<file path="src/rtl/fcr_regs.svh">
`ifndef FCR_REGS_SVH
`define FCR_REGS_SVH

// register addresses on the register port
`define FCR_CTRL0_ADDR 16'h0fe0
`define FCR_CTRL1_ADDR 16'h0fe1
`define FCR_CTRL2_ADDR 16'h0fe2

// control register 0 fields
`define FCR_C0_READY 0
`define FCR_C0_REWRITE 1
`define FCR_C0_SMALL 2
`define FCR_C0_FRESET 3
`define FCR_C0_PERR 6
`define FCR_C0_EERR 7

// control register 1 fields
`define FCR_C1_SUS_EN 0
`define FCR_C1_SUS_REQ 1
`define FCR_C1_SUS_FLAG 6

// control register 2 fields
`define FCR_C2_HOLD 1
`define FCR_C2_ALL 4

// reset value of the register port read data
`define FCR_REG_RESET 8'h00

// software command codes
`define FCR_CMD_READ_ARRAY 8'hff
`define FCR_CMD_READ_STATUS 8'h70
`define FCR_CMD_CLEAR_STATUS 8'h50
`define FCR_CMD_PROGRAM 8'h40
`define FCR_CMD_ERASE 8'h20
`define FCR_CMD_ERASE_CONFIRM 8'hd0

// status register fields
`define FCR_SR_READY 7
`define FCR_SR_EERR 5
`define FCR_SR_PERR 4

// start vector location, same address in either start area
`define FCR_START_VECTOR 16'hfffc

// timing
`define FCR_CLK_PERIOD_NS 50
`define FCR_SUSPEND_LATENCY_NS 20000
`define FCR_SUSPEND_CYCLES (`FCR_SUSPEND_LATENCY_NS / `FCR_CLK_PERIOD_NS)

`endif

</file>
<file path="src/rtl/fcr_pkg.sv">
package fcr_pkg;

    typedef enum logic [2:0] {
        ST_ARRAY = 3'b000,
        ST_STATUS = 3'b001,
        ST_PROG_ARG = 3'b010,
        ST_ERASE_ARG = 3'b011,
        ST_BUSY = 3'b100
    } fcr_cmd_state_t;

endpackage

</file>
<file path="src/rtl/fcr_block_decode.sv">
`timescale 1ns/1ps

module fcr_block_decode (
    // address to classify
    input wire logic [15:0] addr,
    // protection enables
    input wire logic all_en,
    input wire logic small_en,
    // results
    output logic in_user,
    output logic at_top,
    output logic writable
);

    wire logic is_small = addr[15:14] == 2'h3;
    wire logic is_mid = addr[15:14] == 2'h2 || addr[15:14] == 2'h1;
    wire logic is_data = addr[15:12] == 4'h1;

    assign in_user = is_small | is_mid | is_data;

    assign at_top = is_small ? (&addr[12:0]) :
                    is_mid ? (&addr[13:0]) :
                    is_data ? (&addr[10:0]) : 1'b0;

    assign writable = is_data | (is_mid & all_en) |
                      (is_small & all_en & small_en);

endmodule

</file>
<file path="src/rtl/fcr_rewrite_ctrl.sv">
`timescale 1ns/1ps
`include "fcr_regs.svh"
// Overview of operation
// - rewrite touches user area only, never boot
// - executing mode blocks CPU flash fetches
// - boot select low starts normal mode
// - both straps high start boot mode
// - erase names block by top address
// - after operation: status or array mode
// - hold mode holds CPU while busy and not suspended
// - executing mode reports flags and status
// - rewrite set forces executing mode
// - rewrite bit sets only after zero write
// - software suspend, wait latency, check flag
// - clearing request resumes erase
// - hold mode interrupt sets suspend request
// - latency later suspend, interrupt accepted
// - small enable permits blocks zero, one
// - ready flag zero while operating
// - rewrite select at control zero bit one
module fcr_rewrite_ctrl (
    // clock, reset, enable
    input wire logic clk,
    input wire logic reset_n,
    input wire logic ce,
    // register port
    input wire logic [15:0] reg_addr,
    input wire logic [7:0] reg_wdata,
    input wire logic reg_wr,
    input wire logic reg_rd,
    output logic [7:0] reg_rdata_q,
    // software command port
    input wire logic [15:0] cmd_addr,
    input wire logic [7:0] cmd_wdata,
    input wire logic cmd_wr,
    input wire logic cmd_rd,
    output logic [7:0] cmd_rdata_q,
    // interrupt path
    input wire logic irq_req,
    output logic irq_accept_q,
    // flash array macro
    output logic mac_prog_q,
    output logic mac_erase_q,
    output logic [15:0] mac_addr_q,
    output logic [7:0] mac_wdata_q,
    output logic mac_suspend_q,
    input wire logic mac_done,
    input wire logic mac_fail,
    input wire logic [7:0] mac_rdata,
    // cpu control
    output logic cpu_hold_q,
    output logic cpu_fetch_block_q,
    // start straps
    input wire logic boot_select_pin,
    input wire logic boot_serial_receive_pin,
    output logic boot_mode_q,
    output logic start_valid_q,
    output logic [15:0] start_vector_q
);

    localparam int SUS_CYC = `FCR_SUSPEND_CYCLES;

    function automatic logic pair_set(input logic cur, input logic armed,
                                      input logic wr, input logic wbit);
        logic r;
        r = cur;
        if (wr)
        begin
            r = wbit & (cur | armed);
        end
        return r;
    endfunction

    function automatic fcr_pkg::fcr_cmd_state_t after_op(input logic hold);
        return hold ? fcr_pkg::ST_ARRAY : fcr_pkg::ST_STATUS;
    endfunction

    logic rewrite_q, hold_q, small_q, freset_q, all_q;
    logic sus_en_q, sus_req_q, suspended_q;
    logic arm0_q, arm1_q, arm2_q;
    logic busy_q, erase_op_q, perr_q, eerr_q, boot_done_q;
    logic [8:0] lat_q;
    fcr_pkg::fcr_cmd_state_t st_q, st_d;
    logic dec_in_user, dec_at_top, dec_writable;

    fcr_block_decode u_decode (
        .addr(cmd_addr),
        .all_en(all_q),
        .small_en(small_q),
        .in_user(dec_in_user),
        .at_top(dec_at_top),
        .writable(dec_writable)
    );

    // register write decode
    wire logic any_wr = ce & reg_wr;
    wire logic wr0 = any_wr & (reg_addr == `FCR_CTRL0_ADDR);
    wire logic wr1 = any_wr & (reg_addr == `FCR_CTRL1_ADDR);
    wire logic wr2 = any_wr & (reg_addr == `FCR_CTRL2_ADDR);
    wire logic ctl_reset = rewrite_q & freset_q;

    wire logic rewrite_d = pair_set(rewrite_q, arm0_q, wr0,
                                    reg_wdata[`FCR_C0_REWRITE]);
    wire logic hold_d = (rewrite_d & rewrite_q) ?
        pair_set(hold_q, arm2_q, wr2, reg_wdata[`FCR_C2_HOLD]) : 1'b0;
    wire logic sus_en_d = pair_set(sus_en_q, arm1_q, wr1,
                                   reg_wdata[`FCR_C1_SUS_EN]);

    // command decode; commands only count in rewrite mode
    wire logic cmd_ok = ce & cmd_wr & rewrite_q & ~freset_q;
    wire logic idle_cmd = cmd_ok &
        (st_q == fcr_pkg::ST_ARRAY || st_q == fcr_pkg::ST_STATUS);
    wire logic clr_status = idle_cmd &
        (cmd_wdata == `FCR_CMD_CLEAR_STATUS);
    wire logic in_prog_arg = st_q == fcr_pkg::ST_PROG_ARG;
    wire logic in_erase_arg = st_q == fcr_pkg::ST_ERASE_ARG;
    wire logic prog_go = cmd_ok & in_prog_arg & dec_writable;
    wire logic prog_bad = cmd_ok & in_prog_arg & ~dec_writable;
    wire logic erase_go = cmd_ok & in_erase_arg & dec_at_top &
        dec_writable & (cmd_wdata == `FCR_CMD_ERASE_CONFIRM);
    wire logic erase_bad = cmd_ok & in_erase_arg & ~erase_go;

    // operation tracking
    wire logic erasing = busy_q & erase_op_q;
    wire logic op_done = ce & busy_q & mac_done & ~ctl_reset;
    wire logic op_fail = op_done & mac_fail;
    wire logic busy_d = ~ctl_reset &
        (prog_go | erase_go | (busy_q & ~op_done));
    wire logic erase_op_d = erase_go | (erase_op_q & ~prog_go);
    // error flags: a new error beats a clear in the same cycle
    wire logic perr_d = prog_bad | (op_fail & ~erase_op_q) |
        (perr_q & ~clr_status & ~ctl_reset);
    wire logic eerr_d = erase_bad | (op_fail & erase_op_q) |
        (eerr_q & ~clr_status & ~ctl_reset);

    wire logic sw_set = wr1 & reg_wdata[`FCR_C1_SUS_REQ] & sus_en_q;
    wire logic sw_clr = wr1 & ~reg_wdata[`FCR_C1_SUS_REQ];
    wire logic auto_set = ce & irq_req & hold_q & sus_en_q & erasing;
    wire logic sus_req_d = erasing & ~op_done & ~ctl_reset &
        (auto_set | sw_set | (sus_req_q & ~sw_clr));
    wire logic lat_run = sus_req_q & ~suspended_q;
    wire logic lat_hit = lat_run & (lat_q == 9'(SUS_CYC - 1));
    wire logic suspended_d = sus_req_d & (suspended_q | lat_hit);
    wire logic [8:0] lat_d = lat_run ? lat_q + 9'h001 : 9'h000;

    // read paths
    // flags and status bits
    wire logic [7:0] ctrl0_rd = {eerr_q, perr_q, 2'h0, freset_q,
                                 small_q, rewrite_q, ~busy_q};
    wire logic [7:0] ctrl1_rd = {1'b0, suspended_q, 4'h0,
                                 sus_req_q, sus_en_q};
    wire logic [7:0] ctrl2_rd = {3'h0, all_q, 2'h0, hold_q, 1'b0};
    wire logic [7:0] reg_mux =
        (reg_addr == `FCR_CTRL0_ADDR) ? ctrl0_rd :
        (reg_addr == `FCR_CTRL1_ADDR) ? ctrl1_rd :
        (reg_addr == `FCR_CTRL2_ADDR) ? ctrl2_rd : 8'h00;
    wire logic [7:0] status_byte = {~busy_q, 1'b0, eerr_q, perr_q, 4'h0};
    // a suspended erase frees the array for reads
    wire logic show_status = (st_q == fcr_pkg::ST_STATUS) ||
        (st_q == fcr_pkg::ST_BUSY && !suspended_q);
    wire logic [7:0] cmd_mux = show_status ? status_byte : mac_rdata;
    wire logic boot_strap = boot_select_pin & boot_serial_receive_pin;

    always_comb
    begin
        st_d = st_q;
        unique case (st_q)
            fcr_pkg::ST_ARRAY, fcr_pkg::ST_STATUS:
            begin
                if (idle_cmd && cmd_wdata == `FCR_CMD_READ_ARRAY)
                begin
                    st_d = fcr_pkg::ST_ARRAY;
                end
                else if (idle_cmd && !hold_q &&
                         cmd_wdata == `FCR_CMD_READ_STATUS)
                begin
                    st_d = fcr_pkg::ST_STATUS;
                end
                else if (idle_cmd && cmd_wdata == `FCR_CMD_PROGRAM)
                begin
                    st_d = fcr_pkg::ST_PROG_ARG;
                end
                else if (idle_cmd && cmd_wdata == `FCR_CMD_ERASE)
                begin
                    st_d = fcr_pkg::ST_ERASE_ARG;
                end
            end
            fcr_pkg::ST_PROG_ARG, fcr_pkg::ST_ERASE_ARG:
            begin
                if (prog_go || erase_go)
                begin
                    st_d = fcr_pkg::ST_BUSY;
                end
                else if (prog_bad || erase_bad)
                begin
                    st_d = after_op(hold_q);
                end
            end
            fcr_pkg::ST_BUSY:
            begin
                if (op_done)
                begin
                    st_d = after_op(hold_q);
                end
            end
            default:
            begin
                st_d = fcr_pkg::ST_ARRAY;
            end
        endcase
        if (!rewrite_q || ctl_reset)
        begin
            st_d = fcr_pkg::ST_ARRAY;
        end
    end

    // control bits; a write elsewhere breaks a zero-then-one pair
    always_ff @(posedge clk or negedge reset_n)
    begin
        if (!reset_n)
        begin
            {rewrite_q, hold_q, small_q, freset_q} <= 4'h0;
            {all_q, sus_en_q, arm0_q, arm1_q, arm2_q} <= 5'h00;
        end
        else if (ce)
        begin
            rewrite_q <= rewrite_d;
            hold_q <= hold_d;
            sus_en_q <= sus_en_d;
            if (any_wr)
            begin
                arm0_q <= wr0 & ~reg_wdata[`FCR_C0_REWRITE];
                arm1_q <= wr1 & ~reg_wdata[`FCR_C1_SUS_EN];
                arm2_q <= wr2 & ~reg_wdata[`FCR_C2_HOLD];
            end
            if (wr0)
            begin
                small_q <= reg_wdata[`FCR_C0_SMALL];
                freset_q <= reg_wdata[`FCR_C0_FRESET];
            end
            if (wr2)
            begin
                all_q <= reg_wdata[`FCR_C2_ALL];
            end
        end
    end

    // operation and suspend state
    always_ff @(posedge clk or negedge reset_n)
    begin
        if (!reset_n)
        begin
            st_q <= fcr_pkg::ST_ARRAY;
            {busy_q, erase_op_q, perr_q, eerr_q} <= 4'h0;
            {sus_req_q, suspended_q} <= 2'h0;
            lat_q <= 9'h000;
        end
        else if (ce)
        begin
            st_q <= st_d;
            busy_q <= busy_d;
            erase_op_q <= erase_op_d;
            perr_q <= perr_d;
            eerr_q <= eerr_d;
            sus_req_q <= sus_req_d;
            suspended_q <= suspended_d;
            lat_q <= lat_d;
        end
    end

    // registered outputs
    always_ff @(posedge clk or negedge reset_n)
    begin
        if (!reset_n)
        begin
            reg_rdata_q <= `FCR_REG_RESET;
            cmd_rdata_q <= 8'h00;
            {mac_prog_q, mac_erase_q, mac_suspend_q} <= 3'h0;
            mac_addr_q <= 16'h0000;
            mac_wdata_q <= 8'h00;
            {cpu_hold_q, cpu_fetch_block_q, irq_accept_q} <= 3'h0;
        end
        else if (ce)
        begin
            reg_rdata_q <= reg_rd ? reg_mux : 8'h00;
            cmd_rdata_q <= cmd_rd ? cmd_mux : 8'h00;
            mac_prog_q <= prog_go;
            mac_erase_q <= erase_go;
            if (prog_go || erase_go)
            begin
                mac_addr_q <= cmd_addr;
                mac_wdata_q <= cmd_wdata;
            end
            mac_suspend_q <= sus_req_d;
            cpu_hold_q <= hold_d & busy_d & ~suspended_d;
            cpu_fetch_block_q <= rewrite_d & ~hold_d;
            irq_accept_q <= lat_hit & hold_d & sus_req_d;
        end
    end

    // straps are caught on the first enabled edge after release
    always_ff @(posedge clk or negedge reset_n)
    begin
        if (!reset_n)
        begin
            {boot_done_q, boot_mode_q, start_valid_q} <= 3'h0;
            start_vector_q <= 16'h0000;
        end
        else if (ce && !boot_done_q)
        begin
            boot_done_q <= 1'b1;
            boot_mode_q <= boot_strap;
            start_valid_q <= 1'b1;
            start_vector_q <= `FCR_START_VECTOR;
        end
    end
endmodule

</file>
<file path="config.mk">
export PLATFORM = sky130hd
export DESIGN_NAME = fcr_rewrite_ctrl
export DESIGN_NICKNAME = d
export VERILOG_FILES = /design/src/rtl/fcr_pkg.sv /design/src/rtl/fcr_block_decode.sv /design/src/rtl/fcr_rewrite_ctrl.sv
export VERILOG_INCLUDE_DIRS = /design/src /design/src/rtl
export SDC_FILE = /design/constraint.sdc
export NUM_CORES = 1
export LEC_CHECK = 0
export BUFFER_PORTS_ARGS = -buffer_cell sky130_fd_sc_hd__buf_2
export CAP_MARGIN = 5
export CORE_ASPECT_RATIO = 1.4
export CORE_MARGIN = 2
export CORE_UTILIZATION = 45
export DETAILED_ROUTE_END_ITERATION = 10
export PLACE_DENSITY = 0.76
export SYNTH_ARGS = -nofsm -noshare
export SYNTH_HDL_FRONTEND = slang
export SYNTH_SLANG_ARGS = --single-unit
</file>
<file path="constraint.sdc">
create_clock -name clk -period 1.76 [get_ports clk]
set_input_delay 0.176 -clock clk [delete_from_list [all_inputs] [get_ports clk]]
set_output_delay 0.176 -clock clk [all_outputs]
set_load 0.01 [all_outputs]
</file>
==> metrics.txt <==
RSZ-0062 raised after global routing=true; synthesis-stage register bit count=73; Slew Viols, Final=0; footprint of the multi-input gates=1780 um^2; fmax=521 MHz; max_cap viols=0; WL met3=641 um; IO Pins=132; Die Height=111 um; ys async rst share=1.00; GRT Total Usage=0.227; Setup crit end kind=flip-flop; Max stage delay on crit path=0.44 ns; Starting Density=0.457; initial antenna violation count=0; DRT antenna net count=0; Synth area leader=dfrtp_1; Met2 Wirelength=5250 um; Mapped Area=3680 um^2; area share of xor/xnor cells in the synthesized design=0.0119; hold slack=0.0526 ns; routed wire length=9970 um; Root Driver=clkbuf_16; CP Data Required Time=1.98 ns; Yosys Warn Count=0; Cell Chain, Critical Path=nor3b_4 > nand3_2 > or3_4 > a21boi_4 > buf_4 > nor2b_4 > o32ai_2; PD cells=743 nW/um^2; core area=8050 um^2; vias per inst=5.34; Avg Cell Area, Syn=10.4 um^2; Tot Pwr=3.87 mW; Post-DP Area=4740 um^2; row cnt=39; Synth top area share=0.496; P&R area growth vs syn=41.6%; simple-gate share of the synthesized area=0.184; Peak VDD IR=569 uV; Worst-Skew Late Latency=0.33 ns; Netlist cell types=64; global-route wire length before repair=15800 um; grt ovf=0; Slowest cell on crit path=dfrtp_2; CP Max Fanout=4; outcome=complete, but fails checks; CTS tree=built; remaining routing DRC violations=0; final setup vio count=25; Final Cycle Share=1.09; CP startpoint kind=flip-flop; width of the die=80.4 um; Critical Path AT=2.14 ns; drt pass-1 iters=4; final hold vios=0; FILL cells=625; Post-synth EDFFs=0; Finished Cell Area=5210 um^2; clock-pin slew on the worst setup and hold paths=0.05 ns; largest family of logic cells by synthesized area=simple AND/OR/NAND/NOR gates; failing checks=setup timing; mux cell area share after synthesis=0.0928; Crit Path Class=reg2reg; initial drt markers=213; largest net degree at the start of global routing=74; CTS max path bufs=2; layout cells sized above 1=0.491; HPWL after DPL=7240 um; number of diodes=0; clk_skew=0.00924 ns; Port-buffer cells=125; Most used DFF post-synth=dfrtp_1; number of global-route vias before repair=3349; LEAKAGE=2.63 nW; die area=8930 um^2; Register Area=1830 um^2; Hold Crit Class=in2reg; # clock sinks=73; largest cells by area after synthesis=dfrtp_1 50%, mux2_2 7.7%, buf_4 3.7%, nor2_1 3.1%, nand2_1 3.0%; Highest Signal Layer=met4; post-synthesis compound-gate area fraction=0.133; Wirelength per Cell=15.9 um; NumNets Final=593; register area share after synthesis=0.496; Adder-Cell Fraction of Synth Area=0.0102; gpl congestion=0.848; WL met1=3830 um; CTS H-tree depth=3; via count=3356; Final WS setup=-0.158 ns; total CTS buffers=9; Synth Instances=354; setup TNS=-3.02 ns; min Tclk post-route=1.92 ns
==> kinds of logic (layout without fill, tap and decap cells) <==
family,Yosys count,after routing
flip-flops,73,73
AND/OR/NAND/NOR,124,124
XOR/XNOR,5,5
adder cells (fa/ha/maj),3,3
buffers and inverters,48,219
AO/OA/AOI/OAI,69,69
other,1,3
multiplexers,31,31
==> metrics by stage <==
| stage | std cells | setup slack [ns] | util |
|---|---|---|---|
| after floorplan | 356 | -0.115 | - |
| after CTS | 625 | -0.144 | 0.634 |
| after detailed placement | 606 | -0.306 | 0.589 |
| after global routing | 629 | -0.224 | 0.647 |
| after global placement | 606 | -0.235 | 0.589 |
| final | 629 | -0.158 | 0.647 |
==> routing by layer <==
layer,vias to the layer above,GRT usage
li1,1593,-
met1,1618,0.266
met5,-,0
met3,22,0.0423
met2,123,0.398
met4,0,0.0949
==> critical path: cells and delay by family (launching register included) <==
family                 cells  cell delay [ns]
AO/OA/AOI/OAI              2             0.40
buffers and inverters      1             0.14
flip-flops                 1             0.44
AND/OR/NAND/NOR            4             0.84
==> synth_stat cells, types with 6 or more instances <==
cell type	number
dfrtp_1	73
nor2_1	30
nand2_1	29
mux2_2	25
o21ai_0	20
buf_4	18
inv_1	17
nand4_1	13
a21oi_1	10
clkbuf_1	8
nand3_1	8
o2bb2ai_1	8
a22o_1	6
mux2i_1	6
==> worst paths after layout <==
check,from,end,slack [ns],depth (start not counted)
setup / recovery,freset_q$_DFFE_PN0P_,cpu_hold_q$_DFFE_PN0P_,-0.16,7
hold / removal,reg_wdata[0],arm1_q$_DFFE_PN0P_,0.05,2
setup reg to reg,freset_q$_DFFE_PN0P_,cpu_hold_q$_DFFE_PN0P_,-0.16,7
hold reg to reg,reg_rdata_q[4]$_DFFE_PN0P_,reg_rdata_q[4]$_DFFE_PN0P_,0.49,1
max in group asynchronous,reset_n,freset_q$_DFFE_PN0P_,1.01,3
min in group asynchronous,reset_n,cmd_rdata_q[2]$_DFFE_PN0P_,0.40,3
==> report_power, final <==
part           internal (mW)  leakage [nW]  switching, mW
Combinational          0.162          1.49          0.192
Sequential              1.70         0.996         0.0151
Clock                   1.13         0.144          0.669
Total                   3.00          2.63          0.876
==> final cells by class <==
| cell class | instances | share of cell area |
|---|---|---|
| Sequential cell | 73 | 0.351 |
| Clock buffer | 13 | 0.0480 |
| Clock inverter | 3 | 0.00768 |
| Tap cell | 102 | 0.0245 |
| Timing Repair Buffer | 186 | 0.215 |
| Multi-Input combinational cell | 235 | 0.342 |
| Inverter | 17 | 0.0122 |
==> registers in the layout (all words and copies together) (netlist names), 3 cells and up <==
signal       cells
mac_wdata_q      8
st_q             3
cmd_rdata_q      8
mac_addr_q      16
reg_rdata_q      7
lat_q            9
==> layout by cell type, fill, tap and decap left out, types with 3 or more instances in the layout <==
cell type,synthesis,layout
a21oi_1,10,7
or3_1,5,4
nand2b_1,5,4
o21ai_1,0,5
nor2b_1,4,4
buf_2,4,125
nor3_1,5,5
clkbuf_1,8,3
o21ai_0,20,15
nand4_1,13,13
nand3_1,8,7
conb_1,1,3
xor2_1,4,4
buf_4,18,56
a21oi_2,0,3
inv_1,17,15
mux2i_1,6,6
nor2_1,30,29
o2bb2ai_1,8,8
nand2_1,29,28
and2_1,4,3
a22o_1,6,6
mux2_2,25,22
clkbuf_16,0,9
mux2_4,0,3
dfrtp_1,73,72
==> timing repair <==
action,in CTS,in global routing
buffers inserted,2,4
endpoints found under the setup margin,29,33
resized for setup,11,19
hold buffers,1,0
hold endpoints to repair,73,0
pin swaps,5,4
(Power assumes the default switching activity.)
